<file path="src/common/ast_pkg.sv">
// Shared constants and types of the asynchronous serial transceiver
package ast_pkg;
  localparam int AST_FIFO_DEPTH = 16;
  localparam int AST_PTR_W = 4;
  localparam int AST_CNT_W = 5;
  localparam int AST_EV_W = 7;
  localparam int CLOCK_HZ = 50000000;
  localparam logic [3:0] AST_TICKS_PER_BIT_LAST = 4'hf;
  localparam logic [3:0] AST_START_SAMPLE = 4'h7;
  localparam int AST_TIMEOUT_BITS = 32;
  localparam logic [9:0] AST_TIMEOUT_TICKS = 10'(AST_TIMEOUT_BITS * 16);
  localparam logic [2:0] AST_LEVEL_RESET = 3'h2;
  localparam logic [2:0] AST_MIN_WORD_BITS = 3'h4;
  // Event bit positions
  localparam int AST_EV_RX = 0;
  localparam int AST_EV_TX = 1;
  localparam int AST_EV_RT = 2;
  localparam int AST_EV_FE = 3;
  localparam int AST_EV_PE = 4;
  localparam int AST_EV_BE = 5;
  localparam int AST_EV_OE = 6;

  typedef struct packed {
    logic stickParity;
    logic [1:0] wordLen;
    logic fifoEnable;
    logic twoStop;
    logic evenParity;
    logic parityEnable;
    logic sendBreak;
  } ast_lcr_t;

  typedef struct packed {
    logic [15:0] divisorIntegerPart;
    logic [5:0] divisorFractionPart;
    ast_lcr_t lcr;
  } ast_cfg_t;

  typedef struct packed {
    logic overrunErr;
    logic breakErr;
    logic parityErr;
    logic frameErr;
    logic [7:0] data;
  } ast_rxword_t;

  localparam ast_cfg_t AST_CFG_RESET = 30'h0;

  typedef enum logic [2:0] {
    AST_TX_IDLE = 3'b000, AST_TX_START = 3'b001, AST_TX_DATA = 3'b010,
    AST_TX_PARITY = 3'b011, AST_TX_STOP = 3'b100
  } ast_txst_t;

  typedef enum logic [2:0] {
    AST_RX_IDLE = 3'b000, AST_RX_START = 3'b001, AST_RX_DATA = 3'b010,
    AST_RX_PARITY = 3'b011, AST_RX_STOP = 3'b100, AST_RX_BRKWAIT = 3'b101
  } ast_rxst_t;

  // Trigger level in entries for 1/8, 1/4, 1/2, 3/4, 7/8
  function automatic logic [4:0] ast_level(input logic [2:0] sel);
    case (sel)
      3'h0: ast_level = 5'h02;
      3'h1: ast_level = 5'h04;
      3'h3: ast_level = 5'h0c;
      3'h4: ast_level = 5'h0e;
      default: ast_level = 5'h08;
    endcase
  endfunction
endpackage

</file>
<file path="src/core/ast_core.sv">
// Asynchronous serial transceiver: baud generator, FIFOs, transmitter, receiver, events
`timescale 1ns/1ns
//
// Contract
// - Send start, data LSB first, parity, stop
// - Receiver stores error flags with each character
// - Divisor is 16-bit integer plus 6-bit fraction
// - Divisor equals clock over sixteen times baud
// - Tick at sixteen times baud; bits span 16
// - Divisors and line control latched on line write
// - Enabled transmitter drains FIFO with current settings
// - Busy until FIFO empty and stop bits sent
// - Start bit checked on eighth tick
// - Data sampled every 16 ticks, then parity
// - Low stop sample flags framing error
// - Sixteen entries; 12-bit read, 8-bit write
// - FIFOs one deep until FIFO enable set
// - Empty, full and overrun flags reported
// - Selectable trigger levels, half by default
// - Seven events ORed onto one interrupt line
// - Mask gates events; raw shows all
// - Writing one clears the event
// - Timeout after 32 idle bit periods
// - Loopback routes transmit output to receiver
// - Break loads one zero, waits for high
// - Overrun flagged when receive FIFO full
// - Disabling finishes the current character
module ast_core
  import ast_pkg::*;
(
  input wire logic clock,
  input wire logic reset,
  input wire logic serialRxLine,
  output logic serialTxLine,
  input wire logic intDivWrite,
  input wire logic [15:0] intDivData,
  input wire logic fracDivWrite,
  input wire logic [5:0] fracDivData,
  input wire logic lineCtlWrite,
  input wire ast_pkg::ast_lcr_t lineCtlData,
  input wire logic portEnable,
  input wire logic txEnable,
  input wire logic rxEnable,
  input wire logic loopbackEnable,
  input wire logic [2:0] txLevelSelect,
  input wire logic [2:0] rxLevelSelect,
  input wire logic [6:0] eventMaskBits,
  input wire logic [6:0] eventClear,
  input wire logic errorClear,
  input wire logic txValid,
  input wire logic [7:0] txData,
  output logic txReady,
  output logic rxValid,
  output ast_pkg::ast_rxword_t rxWord,
  input wire logic rxReady,
  output logic txFifoEmpty,
  output logic txFifoFull,
  output logic rxFifoEmpty,
  output logic rxFifoFull,
  output logic busyFlag,
  output logic overrunStatus,
  output logic [6:0] rawEventStatus,
  output logic [6:0] maskedEventStatus,
  output logic interruptRequest
);
  import ast_pkg::*;

  ////////////////////////////////////////////////////////////////////////////////
  // Configuration: divisor shadows and the 30-bit working register
  logic [15:0] intDiv_r, intDiv_nxt;
  logic [5:0] fracDiv_r, fracDiv_nxt;
  ast_cfg_t cfg_r, cfg_nxt;
  always_comb begin
    intDiv_nxt = intDivWrite ? intDivData : intDiv_r;
    fracDiv_nxt = fracDivWrite ? fracDivData : fracDiv_r;
    cfg_nxt = cfg_r;
    if (lineCtlWrite) begin
      cfg_nxt = {intDiv_r, fracDiv_r, lineCtlData};
    end
  end
  always_ff @(posedge clock or posedge reset) begin
    if (reset) begin
      intDiv_r <= 16'h0;
      fracDiv_r <= 6'h0;
      cfg_r <= AST_CFG_RESET;
    end else begin
      intDiv_r <= intDiv_nxt;
      fracDiv_r <= fracDiv_nxt;
      cfg_r <= cfg_nxt;
    end
  end
  wire logic [4:0] capacity = cfg_r.lcr.fifoEnable ? 5'(AST_FIFO_DEPTH) : 5'h01;
  wire logic [2:0] lastBit = AST_MIN_WORD_BITS + {1'b0, cfg_r.lcr.wordLen};
  wire logic [7:0] dataMask = 8'(8'hff >> (2'h3 - cfg_r.lcr.wordLen));

  ////////////////////////////////////////////////////////////////////////////////
  // Oversample tick generator with fractional stretch
  logic [16:0] baudCnt_r, baudCnt_nxt;
  logic [5:0] fracAcc_r, fracAcc_nxt;
  logic stretch_r, stretch_nxt, oversampleTick_r, tick_nxt;
  logic [6:0] fracSum;
  logic [16:0] baudLimit;
  always_comb begin
    fracSum = {1'b0, fracAcc_r} + {1'b0, cfg_r.divisorFractionPart};
    baudLimit = {1'b0, cfg_r.divisorIntegerPart} - 17'h1 + {16'h0, stretch_r};
    baudCnt_nxt = baudCnt_r + 17'h1;
    fracAcc_nxt = fracAcc_r;
    stretch_nxt = stretch_r;
    tick_nxt = 1'b0;
    if (cfg_r.divisorIntegerPart == 16'h0) begin
      baudCnt_nxt = 17'h0;
    end else if (baudCnt_r >= baudLimit) begin
      baudCnt_nxt = 17'h0;
      tick_nxt = 1'b1;
      fracAcc_nxt = fracSum[5:0];
      stretch_nxt = fracSum[6];
    end
  end
  always_ff @(posedge clock or posedge reset) begin
    if (reset) begin
      baudCnt_r <= 17'h0;
      fracAcc_r <= 6'h0;
      stretch_r <= 1'b0;
      oversampleTick_r <= 1'b0;
    end else begin
      baudCnt_r <= baudCnt_nxt;
      fracAcc_r <= fracAcc_nxt;
      stretch_r <= stretch_nxt;
      oversampleTick_r <= tick_nxt;
    end
  end

  ////////////////////////////////////////////////////////////////////////////////
  // Transmit FIFO and transmitter
  logic [7:0] txMem [AST_FIFO_DEPTH];
  logic [AST_PTR_W-1:0] txWp_r, txWp_nxt, txRp_r, txRp_nxt;
  logic [AST_CNT_W-1:0] txCnt_r, txCnt_nxt;
  ast_txst_t txSt_r, txSt_nxt;
  logic [3:0] txSub_r, txSub_nxt;
  logic [2:0] txIdx_r, txIdx_nxt;
  logic [7:0] txShift_r, txShift_nxt;
  logic txPar_r, txPar_nxt, txLine_nxt, txPush, txPop, txStep;
  always_comb begin
    txPush = txValid && txReady;
    txPop = 1'b0;
    txSt_nxt = txSt_r;
    txSub_nxt = txSub_r;
    txIdx_nxt = txIdx_r;
    txShift_nxt = txShift_r;
    txPar_nxt = txPar_r;
    txStep = oversampleTick_r && txSub_r == AST_TICKS_PER_BIT_LAST;
    if (oversampleTick_r && txSt_r != AST_TX_IDLE) begin
      txSub_nxt = txSub_r + 4'h1;
    end
    unique case (txSt_r)
      AST_TX_IDLE: begin
        if (txCnt_r != 5'h0 && portEnable && txEnable) begin
          txPop = 1'b1;
          txShift_nxt = txMem[txRp_r];
          txPar_nxt = cfg_r.lcr.stickParity ? !cfg_r.lcr.evenParity
                    : (^(txMem[txRp_r] & dataMask)) ^ !cfg_r.lcr.evenParity;
          txSub_nxt = 4'h0;
          txSt_nxt = AST_TX_START;
        end
      end
      AST_TX_START: if (txStep) begin
        txIdx_nxt = 3'h0;
        txSt_nxt = AST_TX_DATA;
      end
      AST_TX_DATA: if (txStep) begin
        txShift_nxt = {1'b0, txShift_r[7:1]};
        txIdx_nxt = txIdx_r + 3'h1;
        if (txIdx_r == lastBit) begin
          txIdx_nxt = 3'h0;
          txSt_nxt = cfg_r.lcr.parityEnable ? AST_TX_PARITY : AST_TX_STOP;
        end
      end
      AST_TX_PARITY: if (txStep) begin
        txSt_nxt = AST_TX_STOP;
      end
      AST_TX_STOP: if (txStep) begin
        txIdx_nxt = 3'h1;
        if (!cfg_r.lcr.twoStop || txIdx_r != 3'h0) begin
          txSt_nxt = AST_TX_IDLE;
        end
      end
    endcase
    unique case (txSt_nxt)
      AST_TX_START: txLine_nxt = 1'b0;
      AST_TX_DATA: txLine_nxt = txShift_nxt[0];
      AST_TX_PARITY: txLine_nxt = txPar_nxt;
      default: txLine_nxt = 1'b1;
    endcase
    if (cfg_r.lcr.sendBreak) begin
      txLine_nxt = 1'b0;
    end
    txWp_nxt = txPush ? txWp_r + 4'h1 : txWp_r;
    txRp_nxt = txPop ? txRp_r + 4'h1 : txRp_r;
    txCnt_nxt = txCnt_r + {4'h0, txPush} - {4'h0, txPop};
  end
  always_ff @(posedge clock) begin
    if (txPush) begin
      txMem[txWp_r] <= txData;
    end
  end
  always_ff @(posedge clock or posedge reset) begin
    if (reset) begin
      txSt_r <= AST_TX_IDLE;
      txSub_r <= 4'h0;
      txIdx_r <= 3'h0;
      txShift_r <= 8'h0;
      txPar_r <= 1'b0;
      serialTxLine <= 1'b1;
      txWp_r <= 4'h0;
      txRp_r <= 4'h0;
      txCnt_r <= 5'h0;
      txReady <= 1'b1;
      txFifoEmpty <= 1'b1;
      txFifoFull <= 1'b0;
      busyFlag <= 1'b0;
    end else begin
      txSt_r <= txSt_nxt;
      txSub_r <= txSub_nxt;
      txIdx_r <= txIdx_nxt;
      txShift_r <= txShift_nxt;
      txPar_r <= txPar_nxt;
      serialTxLine <= txLine_nxt;
      txWp_r <= txWp_nxt;
      txRp_r <= txRp_nxt;
      txCnt_r <= txCnt_nxt;
      txReady <= txCnt_nxt < capacity;
      txFifoEmpty <= txCnt_nxt == 5'h0;
      txFifoFull <= txCnt_nxt >= capacity;
      busyFlag <= txCnt_nxt != 5'h0 || txSt_nxt != AST_TX_IDLE;
    end
  end

  ////////////////////////////////////////////////////////////////////////////////
  // Receive line synchroniser and receiver
  logic sync1_r, sync2_r, sync3_r, rxIn_r, rxIn_nxt;
  always_comb begin
    rxIn_nxt = (sync2_r == sync3_r) ? sync3_r : rxIn_r;
  end
  always_ff @(posedge clock or posedge reset) begin
    if (reset) begin
      sync1_r <= 1'b1;
      sync2_r <= 1'b1;
      sync3_r <= 1'b1;
      rxIn_r <= 1'b1;
    end else begin
      sync1_r <= serialRxLine;
      sync2_r <= sync1_r;
      sync3_r <= sync2_r;
      rxIn_r <= rxIn_nxt;
    end
  end
  wire logic rxBit = loopbackEnable ? serialTxLine : rxIn_r;

  ast_rxst_t rxSt_r, rxSt_nxt;
  logic [3:0] rxSub_r, rxSub_nxt;
  logic [2:0] rxIdx_r, rxIdx_nxt;
  logic [7:0] rxShift_r, rxShift_nxt, rxData;
  logic rxParErr_r, rxParErr_nxt, rxLow_r, rxLow_nxt, rxPush, rxSample;
  ast_rxword_t rxIn;
  always_comb begin
    rxSt_nxt = rxSt_r;
    rxSub_nxt = rxSub_r;
    rxIdx_nxt = rxIdx_r;
    rxShift_nxt = rxShift_r;
    rxParErr_nxt = rxParErr_r;
    rxLow_nxt = rxLow_r;
    rxPush = 1'b0;
    rxData = 8'(rxShift_r >> (2'h3 - cfg_r.lcr.wordLen));
    rxIn = {1'b0, 1'b0, rxParErr_r, !rxBit, rxData};
    rxSample = oversampleTick_r && rxSub_r == AST_TICKS_PER_BIT_LAST;
    if (oversampleTick_r) begin
      rxSub_nxt = rxSub_r + 4'h1;
    end
    if (rxSample) begin
      rxLow_nxt = rxLow_r && !rxBit;
    end
    unique case (rxSt_r)
      AST_RX_IDLE: begin
        rxSub_nxt = 4'h0;
        if (!rxBit && portEnable && rxEnable) begin
          rxSt_nxt = AST_RX_START;
        end
      end
      AST_RX_START: if (oversampleTick_r && rxSub_r == AST_START_SAMPLE) begin
        rxSub_nxt = 4'h0;
        rxIdx_nxt = 3'h0;
        rxLow_nxt = 1'b1;
        rxParErr_nxt = 1'b0;
        rxSt_nxt = rxBit ? AST_RX_IDLE : AST_RX_DATA;
      end
      AST_RX_DATA: if (rxSample) begin
        rxShift_nxt = {rxBit, rxShift_r[7:1]};
        rxIdx_nxt = rxIdx_r + 3'h1;
        if (rxIdx_r == lastBit) begin
          rxSt_nxt = cfg_r.lcr.parityEnable ? AST_RX_PARITY : AST_RX_STOP;
        end
      end
      AST_RX_PARITY: if (rxSample) begin
        rxParErr_nxt = rxBit != (cfg_r.lcr.stickParity ? !cfg_r.lcr.evenParity
                     : (^rxData) ^ !cfg_r.lcr.evenParity);
        rxSt_nxt = AST_RX_STOP;
      end
      AST_RX_STOP: if (rxSample) begin
        rxPush = 1'b1;
        rxSt_nxt = AST_RX_IDLE;
        if (rxLow_r && !rxBit) begin
          rxIn = {1'b0, 1'b1, 1'b0, 1'b1, 8'h00};
          rxSt_nxt = AST_RX_BRKWAIT;
        end
      end
      AST_RX_BRKWAIT: if (rxBit) begin
        rxSt_nxt = AST_RX_IDLE;
      end
      default: rxSt_nxt = AST_RX_IDLE;
    endcase
  end
  always_ff @(posedge clock or posedge reset) begin
    if (reset) begin
      rxSt_r <= AST_RX_IDLE;
      rxSub_r <= 4'h0;
      rxIdx_r <= 3'h0;
      rxShift_r <= 8'h0;
      rxParErr_r <= 1'b0;
      rxLow_r <= 1'b0;
    end else begin
      rxSt_r <= rxSt_nxt;
      rxSub_r <= rxSub_nxt;
      rxIdx_r <= rxIdx_nxt;
      rxShift_r <= rxShift_nxt;
      rxParErr_r <= rxParErr_nxt;
      rxLow_r <= rxLow_nxt;
    end
  end

  ////////////////////////////////////////////////////////////////////////////////
  // Receive FIFO, two-entry output buffer and overrun
  ast_rxword_t rxMem [AST_FIFO_DEPTH];
  ast_rxword_t outBuf_r [2];
  ast_rxword_t outBuf_nxt [2];
  logic [AST_PTR_W-1:0] rxWp_r, rxWp_nxt, rxRp_r, rxRp_nxt;
  logic [AST_CNT_W-1:0] rxCnt_r, rxCnt_nxt, occ_nxt;
  logic [1:0] bufCnt_r, bufCnt_nxt;
  logic ovPend_r, ovPend_nxt, ovStat_nxt, rxStore, rxDrop, rxMove, bufPop;
  ast_rxword_t rxStoreWord;
  always_comb begin
    rxDrop = rxPush && rxCnt_r >= capacity;
    rxStore = rxPush && !rxDrop;
    rxStoreWord = rxIn;
    rxStoreWord.overrunErr = ovPend_r;
    ovPend_nxt = rxDrop || (ovPend_r && !rxStore);
    ovStat_nxt = rxDrop || (overrunStatus && !errorClear);
    bufPop = rxValid && rxReady;
    outBuf_nxt = outBuf_r;
    bufCnt_nxt = bufCnt_r - {1'b0, bufPop};
    if (bufPop) begin
      outBuf_nxt[0] = outBuf_r[1];
    end
    rxMove = rxCnt_r != 5'h0 && bufCnt_nxt != 2'h2;
    if (rxMove) begin
      outBuf_nxt[bufCnt_nxt[0]] = rxMem[rxRp_r];
      bufCnt_nxt = bufCnt_nxt + 2'h1;
    end
    rxWp_nxt = rxStore ? rxWp_r + 4'h1 : rxWp_r;
    rxRp_nxt = rxMove ? rxRp_r + 4'h1 : rxRp_r;
    rxCnt_nxt = rxCnt_r + {4'h0, rxStore} - {4'h0, rxMove};
    occ_nxt = rxCnt_nxt + {3'h0, bufCnt_nxt};
  end
  always_ff @(posedge clock) begin
    if (rxStore) begin
      rxMem[rxWp_r] <= rxStoreWord;
    end
  end
  always_ff @(posedge clock or posedge reset) begin
    if (reset) begin
      outBuf_r[0] <= 12'h0;
      outBuf_r[1] <= 12'h0;
      bufCnt_r <= 2'h0;
      rxWp_r <= 4'h0;
      rxRp_r <= 4'h0;
      rxCnt_r <= 5'h0;
      ovPend_r <= 1'b0;
      overrunStatus <= 1'b0;
      rxValid <= 1'b0;
      rxFifoEmpty <= 1'b1;
      rxFifoFull <= 1'b0;
    end else begin
      outBuf_r <= outBuf_nxt;
      bufCnt_r <= bufCnt_nxt;
      rxWp_r <= rxWp_nxt;
      rxRp_r <= rxRp_nxt;
      rxCnt_r <= rxCnt_nxt;
      ovPend_r <= ovPend_nxt;
      overrunStatus <= ovStat_nxt;
      rxValid <= bufCnt_nxt != 2'h0;
      rxFifoEmpty <= occ_nxt == 5'h0;
      rxFifoFull <= rxCnt_nxt >= capacity;
    end
  end
  assign rxWord = outBuf_r[0];

  ////////////////////////////////////////////////////////////////////////////////
  // Events, timeout and interrupt
  logic [9:0] rtCnt_r, rtCnt_nxt;
  logic txMet_r, txMet_nxt, rxMet_r, rxMet_nxt, rtHit;
  logic [AST_EV_W-1:0] setVec, raw_nxt, masked_nxt;
  wire logic [4:0] occ = rxCnt_r + {3'h0, bufCnt_r};
  always_comb begin
    txMet_nxt = cfg_r.lcr.fifoEnable ? txCnt_r <= ast_level(txLevelSelect)
              : txCnt_r == 5'h0;
    rxMet_nxt = cfg_r.lcr.fifoEnable ? occ >= ast_level(rxLevelSelect)
              : occ != 5'h0;
    rtCnt_nxt = rtCnt_r;
    if (rxPush || occ == 5'h0) begin
      rtCnt_nxt = 10'h0;
    end else if (oversampleTick_r && rtCnt_r != AST_TIMEOUT_TICKS) begin
      rtCnt_nxt = rtCnt_r + 10'h1;
    end
    rtHit = rtCnt_r != AST_TIMEOUT_TICKS && rtCnt_nxt == AST_TIMEOUT_TICKS;
    setVec = '0;
    setVec[AST_EV_RX] = rxMet_nxt && !rxMet_r;
    setVec[AST_EV_TX] = txMet_nxt && !txMet_r;
    setVec[AST_EV_RT] = rtHit;
    setVec[AST_EV_FE] = rxStore && rxStoreWord.frameErr;
    setVec[AST_EV_PE] = rxStore && rxStoreWord.parityErr;
    setVec[AST_EV_BE] = rxStore && rxStoreWord.breakErr;
    setVec[AST_EV_OE] = rxDrop;
    raw_nxt = (rawEventStatus & ~eventClear) | setVec;
    if (occ == 5'h0) begin
      raw_nxt[AST_EV_RT] = 1'b0;
    end
    masked_nxt = raw_nxt & eventMaskBits;
  end
  always_ff @(posedge clock or posedge reset) begin
    if (reset) begin
      rtCnt_r <= 10'h0;
      txMet_r <= 1'b0;
      rxMet_r <= 1'b0;
      rawEventStatus <= 7'h0;
      maskedEventStatus <= 7'h0;
      interruptRequest <= 1'b0;
    end else begin
      rtCnt_r <= rtCnt_nxt;
      txMet_r <= txMet_nxt;
      rxMet_r <= rxMet_nxt;
      rawEventStatus <= raw_nxt;
      maskedEventStatus <= masked_nxt;
      interruptRequest <= |masked_nxt;
    end
  end

  ////////////////////////////////////////////////////////////////////////////////
  // Checks
  busy_hold_a: assert property (@(posedge clock) disable iff (reset)
    txCnt_r != 5'h0 || txSt_r != AST_TX_IDLE |-> busyFlag) else $error("busy low early");
  start_low_a: assert property (@(posedge clock) disable iff (reset)
    txSt_r == AST_TX_START && !cfg_r.lcr.sendBreak |-> !serialTxLine)
    else $error("start bit not low");
  stop_high_a: assert property (@(posedge clock) disable iff (reset)
    txSt_r == AST_TX_STOP && !cfg_r.lcr.sendBreak |-> serialTxLine)
    else $error("stop bit not high");
  cfg_latch_a: assert property (@(posedge clock) disable iff (reset)
    !lineCtlWrite |=> $stable(cfg_r)) else $error("config changed without line write");
  tick_space_a: assert property (@(posedge clock) disable iff (reset)
    oversampleTick_r && cfg_r.divisorIntegerPart > 16'h2 && !lineCtlWrite
    |=> !oversampleTick_r [*2]) else $error("tick period too short");
  false_start_a: assert property (@(posedge clock) disable iff (reset)
    rxSt_r == AST_RX_START && oversampleTick_r && rxSub_r == AST_START_SAMPLE && rxBit
    |=> rxSt_r == AST_RX_IDLE) else $error("false start accepted");
  overrun_flag_a: assert property (@(posedge clock) disable iff (reset)
    rxPush && rxCnt_r >= capacity
    |=> overrunStatus && rxCnt_r == $past(rxCnt_r) - 5'($past(rxMove)))
    else $error("overrun missed");
  irq_mask_a: assert property (@(posedge clock) disable iff (reset)
    interruptRequest == |(rawEventStatus & $past(eventMaskBits))) else $error("irq mismatch");
  clear_ev_a: assert property (@(posedge clock) disable iff (reset)
    ##1 (rawEventStatus & $past(eventClear) & ~$past(setVec)) == 7'h0)
    else $error("event not cleared");
  tx_frame_c: cover property (@(posedge clock) txSt_r == AST_TX_STOP ##1 txSt_r == AST_TX_IDLE);
  rx_word_c: cover property (@(posedge clock) rxStore && !rxIn.frameErr);
  rx_break_c: cover property (@(posedge clock) rxSt_r == AST_RX_BRKWAIT);
  rx_timeout_c: cover property (@(posedge clock) rtHit);
endmodule

</file>
<file path="config.mk">
export PLATFORM = sky130hd
export DESIGN_NAME = ast_core
export DESIGN_NICKNAME = d
export VERILOG_FILES = /design/src/common/ast_pkg.sv /design/src/core/ast_core.sv
export SDC_FILE = /design/constraint.sdc
export NUM_CORES = 1
export LEC_CHECK = 0
export CORE_UTILIZATION = 64
export DETAILED_ROUTE_END_ITERATION = 7
export DONT_BUFFER_PORTS = 1
export PLACE_DENSITY = 0.77
export SYNTH_ARGS = -nofsm -noshare
export SYNTH_HDL_FRONTEND = slang
export SYNTH_SLANG_ARGS = --single-unit
</file>
<file path="constraint.sdc">
create_clock -name clock -period 7.2 [get_ports clock]
set_input_delay 0.72 -clock clock [delete_from_list [all_inputs] [get_ports clock]]
set_output_delay 0.72 -clock clock [all_outputs]
set_load 0.02 [all_outputs]
</file>
==> impl_metrics.toml, run 1 <==
[sta]
max_slew_margin_pct = 21.7
setup_violations = 0
fin_skew_ps = 23.1
rsz0062_at_grt = "no"
period_share_pct = 63.1
maxSlewViolCount = 0
hold_viol = 0
worst_pin_slew_ps = 1170
finalCriticalPeriod_ps = 4550
setup_tns_ps = 0
max_freq_mhz = 220

[finish]
utilization_pct = 71.2
fill_cells = 2221
diodes = 0
syn2layout_area_growth_pct = 8.87
final_area_um2 = 25500
fin_cells = 2074
nNetsFinal = 1724
drive_above_1_share_pct = 18.0

[logic_synthesis]
yosysMostFrequentCell = "edfxtp_1"
synth_ff_type = "edfxtp_1"
yosysWarnings = 0
synth_xor_area_share_pct = 3.47
synth.top_cell.area_share_pct = 41.0
ys_ff_latch = 529
yosys.area_share.simple_pct = 7.26
synthAdderAreaFrac_pct = 4.58
ys_async_sr_fraction_pct = 39.5
synth_top_family_by_area = "multiplexers"
synth-compound-area-share_pct = 4.77
synthMuxAreaShare_pct = 13.9
synth_area_leaders = "edfxtp_1 (41%), dfrtp_1 (21%), mux4_2 (8.4%), ha_1 (4.1%), mux2_2 (3.5%)"
yosysTopAreaCell = "edfxtp_1"
yosys-top-cells-count = "edfxtp_1 (320), dfrtp_1 (201), nor2_1 (112), mux4_2 (87), nand2_1 (87)"
postSynthAreaPerCell_um2 = 14.9
synth_area_um2 = 23400
netlist-cell-type-count = 66
syn_inst = 1573
synth_nets = 1726
seq_area_frac_synth_pct = 63.4
synth_edf_count = 320

[global_route]
grt_overflow = 0
grt_antenna_before_repair = 1
grt_max_degree = 101
grt_usage_pct = 25.4
grt_pass1_vias = 13100
grt_pass1_wl_um = 72900

[detailed_routing]
drtIter0Drc = 831
dr.pass1.iters = 7
vias = 12700
ant_nets = 0
wl_per_cell_um = 22.3
via_per_inst = 6.14
route.detailed.drc = 5
postRouteWirelength_um = 46300

[placed_design]
hpwlAfterDp_um = 30600
postPlaceCellArea_um2 = 23900
globalplace.congestion = 0.832
dp.cells = 1978
io_buffers = 0

[clock_network]
htree_levels = 2
clock_latency_ps = 600
cts_tree = "yes"
cts_made_buffers = 52
clk_pin_slew_ps = 60
cts_setup_buffers = 0
cts-resized-gates = 0
clkSinkCount = 529
clockBufferDepth = 3
ctsHoldBuffers = 0
root_buffer = "clkbuf_16"

[floorplan]
num_rows = 69
die_w_um = 193
dieArea_um2 = 37400
pin_count = 107
die_y_um = 193
initial_utilization_pct = 65.4
core_um2 = 35800

[power]
power_w = 0.00850
leakagePower_nw = 9.55
ir_worst_vdd_mv = 0.244
power.density_nw_per_um2 = 333

[critical_path]
crit_type = "flip-flop to flip-flop"
cp-start-kind = "flip-flop"
crit_path_end_kind = "flip-flop"
cp.required_ps = 7700
crit_arrival_ps = 5050
critPathMaxFanout = 13

[outcome]
status = "finished with violations"
violations = "design-rule violations"

[flow_run]
drv_cap = 0

[hold_path]
hp-class = "input port to asynchronous set/reset pin"
[worst max-delay path: stages (launching register included)]
cell and delay [ps]:
dfrtp_1 450, nand2_1 550, inv_1 100, ha_1 210, xor2_1 160, ha_1 190, a21oi_1 550, ha_1 220
inv_1 40, ha_1 190, fa_1 410, a21oi_1 170, nor2_1 60, nor2_1 120, xor2_1 250, inv_1 110
nor2_1 110, a22oi_1 90, nor3b_1 200, a31oi_1 70, nor3b_1 200
[cell type report]
| cell class | count | area [um^2] | share of cell area (%) |
|---|---|---|---|
| clock buffers | 76 | 1500 | 5.89 |
| clock inverters | 20 | 166 | 0.652 |
| inverters | 69 | 267 | 1.04 |
| multi-input cells | 899 | 8000 | 31.3 |
| flip-flops and latches | 529 | 14900 | 58.2 |
| well taps | 461 | 577 | 2.26 |
| repair buffers | 20 | 150 | 0.588 |
[final timing paths]
path                         startpoint           end  slack [ps]  depth (start not counted)
setup / recovery                rxValid   rxFifoEmpty        2650                         20
hold / removal                    reset  fracDiv_r[0]          80                          1
setup reg to reg                rxValid   rxFifoEmpty        2650                         20
hold reg to reg                 sync1_r       sync2_r         360                          0
max in group asynchronous         reset     txRp_r[1]        5850                          2
min in group clock         serialRxLine       sync1_r         120                          0
[cells in the final DEF (no fill, tap or decap), drive strengths merged, types with 12 or more instances in the layout]
| cell type | Yosys | routed |
|---|---|---|
| clkbuf | 44 | 76 |
| mux2 | 73 | 73 |
| and3 | 12 | 12 |
| and2 | 24 | 24 |
| nand3 | 28 | 28 |
| a21oi | 32 | 32 |
| nor2 | 114 | 114 |
| dfrtp | 201 | 201 |
| a21o | 16 | 16 |
| mux2i | 26 | 26 |
| inv | 69 | 72 |
| buf | 32 | 20 |
| xor2 | 37 | 37 |
| nand2 | 87 | 87 |
| clkinv | 0 | 12 |
| nand4 | 17 | 17 |
| mux4 | 95 | 95 |
| ha | 77 | 77 |
| nor3 | 19 | 19 |
| xnor2 | 56 | 56 |
| edfxtp | 320 | 320 |
| o21ai | 57 | 57 |
[flip-flops by register name, summed over array words and instances, names as in the netlist, 8 cells and up, named ones only]
register / flops
baudCnt_r: 17
cfg_r: 30
intDiv_r: 16
rtCnt_r: 10
rxMem: 192
rxShift_r: 8
rxWord: 12
txMem: 128
txShift_r: 8
[through the flow]
step / hold slack, ps / worst slack [ps]
after global placement: 352 / 2660
after CTS: 89.1 / 2690
final: 80.1 / 2650
after floorplan: 345 / 784
after detailed placement: 350 / 2460
after global routing: 93.2 / 2270
[power by group]
group | leakage, nW | total [W] | internal, W | switching, W
clock | 0.812 | 0.00265 | 0.00152 | 0.00113
sequential | 5.34 | 0.00395 | 0.00350 | 0.000450
combinational | 3.39 | 0.00190 | 0.000913 | 0.000986
total | 9.55 | 0.00850 | 0.00594 | 0.00256
[kinds of logic (layout without fill, tap and decap cells)]
group,after synthesis,count (layout)
and+or+nand+nor,354,354
AOI/OAI and AO/OA,175,175
DFF,529,529
muxes,194,194
xor gates and xnor gates,93,93
adders and majority gates,83,83
buffers and inverters,145,185
[layer usage]
metal | GRT usage [%] | part of all wire (%) | vias up
met1 | 32.8 | 41 | 6474
met2 | 44.3 | 51 | 337
met5 | 0 | 0.028 | -
met3 | 4.13 | 4.7 | 72
li1 | - | - | 5839
met4 | 8.41 | 2.6 | 2
Power figures use the tool's default switching activity.
==> inputs of run 2 (changes only) <==
--- a/config.mk
+++ b/config.mk
@@ -5,10 +5,10 @@
 export SDC_FILE = /design/constraint.sdc
 export NUM_CORES = 1
 export LEC_CHECK = 0
-export CORE_UTILIZATION = 64
+export CORE_UTILIZATION = 58
 export DETAILED_ROUTE_END_ITERATION = 7
 export DONT_BUFFER_PORTS = 1
-export PLACE_DENSITY = 0.77
+export PLACE_DENSITY = 0.73
 export SYNTH_ARGS = -nofsm -noshare
 export SYNTH_HDL_FRONTEND = slang
 export SYNTH_SLANG_ARGS = --single-unit
==> constraint.sdc (replaced) <==
create_clock -name clock -period 4.12 [get_ports clock]
set_input_delay 0.412 -clock clock [delete_from_list [all_inputs] [get_ports clock]]
set_output_delay 0.412 -clock clock [all_outputs]
set_load 0.02 [all_outputs]
==> impl_metrics.toml, run 2 (synthesis results as in run 1) <==
[floorplan]
die_y_um = 203
dieArea_um2 = 41200
initial_utilization_pct = 58.9
num_rows = 73
pin_count = 107
core_um2 = 39800
die_w_um = 203

[finish]
top_register = "rxMem"
final_common_cell = "edfxtp_1"
drive_above_1_share_pct = 18.1
largest_reg_flops = 192
final_cell_mix = "edfxtp_1 (320), dfrtp_1 (196), nor2_1 (112)"
syn2layout_area_growth_pct = 13.2
fill_cells = 2784
reg.largest.list = "rxMem: 192 flops, txMem: 128 flops, cfg_r: 30 flops"
utilization_pct = 66.6
nNetsFinal = 1819
diodes = 0

[sta]
finalCriticalPeriod_ps = 3970
setup_ws_ps = 155
period_share_pct = 96.2
maxSlewViolCount = 0
setup_tns_ps = 0
max_freq_mhz = 252
hold_viol = 0
setup_violations = 0
max_slew_margin_pct = 27.5
fin_skew_ps = 24.4
worst_pin_slew_ps = 1080

[critical_path]
crit_arrival_ps = 4480
critPathMaxFanout = 6
crit_path_end_kind = "flip-flop"
cp-start-kind = "flip-flop"
cp.required_ps = 4630
crit_type = "flip-flop to flip-flop"

[placed_design]
hpwlAfterDp_um = 31200
pre_cts_slack_ps = 69.9
io_buffers = 0
globalplace.congestion = 0.853

[clock_network]
clk_pin_slew_ps = 60
clock_latency_ps = 600
cts_made_buffers = 52
htree_levels = 2
clkSinkCount = 529
cts_tree = "yes"
clockBufferDepth = 3
root_buffer = "clkbuf_16"

[power]
ir_worst_vdd_mv = 0.403
power.density_nw_per_um2 = 570
power_frac_seq_pct = 45.4
pwr-share-clk_pct = 30.3
power_w = 0.0151
p_sw_w = 0.00464
leakagePower_nw = 9.98
p_int_w = 0.0105
p_sw_share_pct = 30.7
p_comb_share_pct = 24.2

[outcome]
status = "complete, no violations"

[global_route]
grt_usage_pct = 23.9
grt_pass1_vias = 13600
grt_pass1_wl_um = 75600
grt_max_degree = 67
grt_overflow = 0
grt_antenna_before_repair = 0

[hold_path]
hp-class = "input port to flip-flop"

[detailed_routing]
wl_per_cell_um = 21.2
dr.pass1.iters = 5
postRouteWirelength_um = 47300
route.detailed.drc = 0
ant_nets = 0
vias = 13000
via_per_inst = 5.82
drtIter0Drc = 879

[flow_run]
drv_cap = 0
[run 2: area by class of cell]
type	count	area (um^2)	share of cell area (%)
clock buffers	74	1470	5.53
clock inverters	23	175	0.660
inverters	69	263	0.991
multi-input cells	899	8000	30.2
flip-flops and latches	529	14900	56.0
well taps	525	657	2.48
repair buffers	115	1110	4.17
[run 2: power groups by stage]
stage / logic [W] / clock network, W / registers [W]
6_report: 0.00366 / 0.00459 / 0.00687
5_1_grt: 0.00409 / 0.00487 / 0.00695
4_1_cts: 0.00365 / 0.00467 / 0.00687
3_5_place_dp: 0.00351 / 0 / 0.00697
3_3_place_gp: 0.00339 / 0 / 0.00694
2_1_floorplan: 0.00304 / 0 / 0.00651
[run 2: worst paths after layout]
kind                       depth (start not counted)              from                    to  slack, ps
min reg2reg                                        0           sync1_r               sync2_r        360
min                                                1  eventMaskBits[0]  maskedEventStatus[0]         50
min in group asynchronous                          2             reset          fracDiv_r[0]        470
max                                               22        rxCnt_r[2]           rxFifoEmpty        150
max in group asynchronous                          3             reset              cfg_r[0]       2540
max reg2reg                                       22        rxCnt_r[2]           rxFifoEmpty        150
[run 2: per-stage QoR]
step	instance area, um^2	instances	hold WS, ps
floorplan	23400	1573	345
global placement	24100	2063	347
detailed placement	24100	2063	353
CTS	26500	2233	15.3
global route	26500	2234	24.6
finish	26500	2234	45.8
[run 2: worst max-delay path: stages, from the launching register on]
cell       delay, ps
dfrtp_2          420
inv_2             90
ha_1             200
nor2b_1          140
nand2_1           90
o2111ai_1        150
a21o_1           260
nor4_4           190
inv_1             80
ha_1             280
inv_1             40
ha_1             200
fa_1             420
a21oi_1          140
nor2_1            50
nor2_1           100
xor2_1           220
inv_1            140
nor2_1           130
a22oi_1          100
nor3b_1          200
a31oi_1           60
nor3b_1          180
[run 2: metal layers]
layer / vias to the layer above / track usage, % / routed length (um) / share of wire [%]
li1: 6030 / - / - / -
met4: 0 / 9.05 / 1520 / 3.2
met1: 6582 / 32.1 / 20300 / 43
met3: 80 / 3.87 / 2090 / 4.4
met5: - / 0 / 0 / 0
met2: 300 / 39.6 / 23400 / 49
[run 2: timing repair]
item,in CTS,in global routing
buffers inserted,0,1
resized for setup,0,4
hold buffers,73,0
endpoints found under the setup margin,0,2
endpoints found under the hold margin,226,0
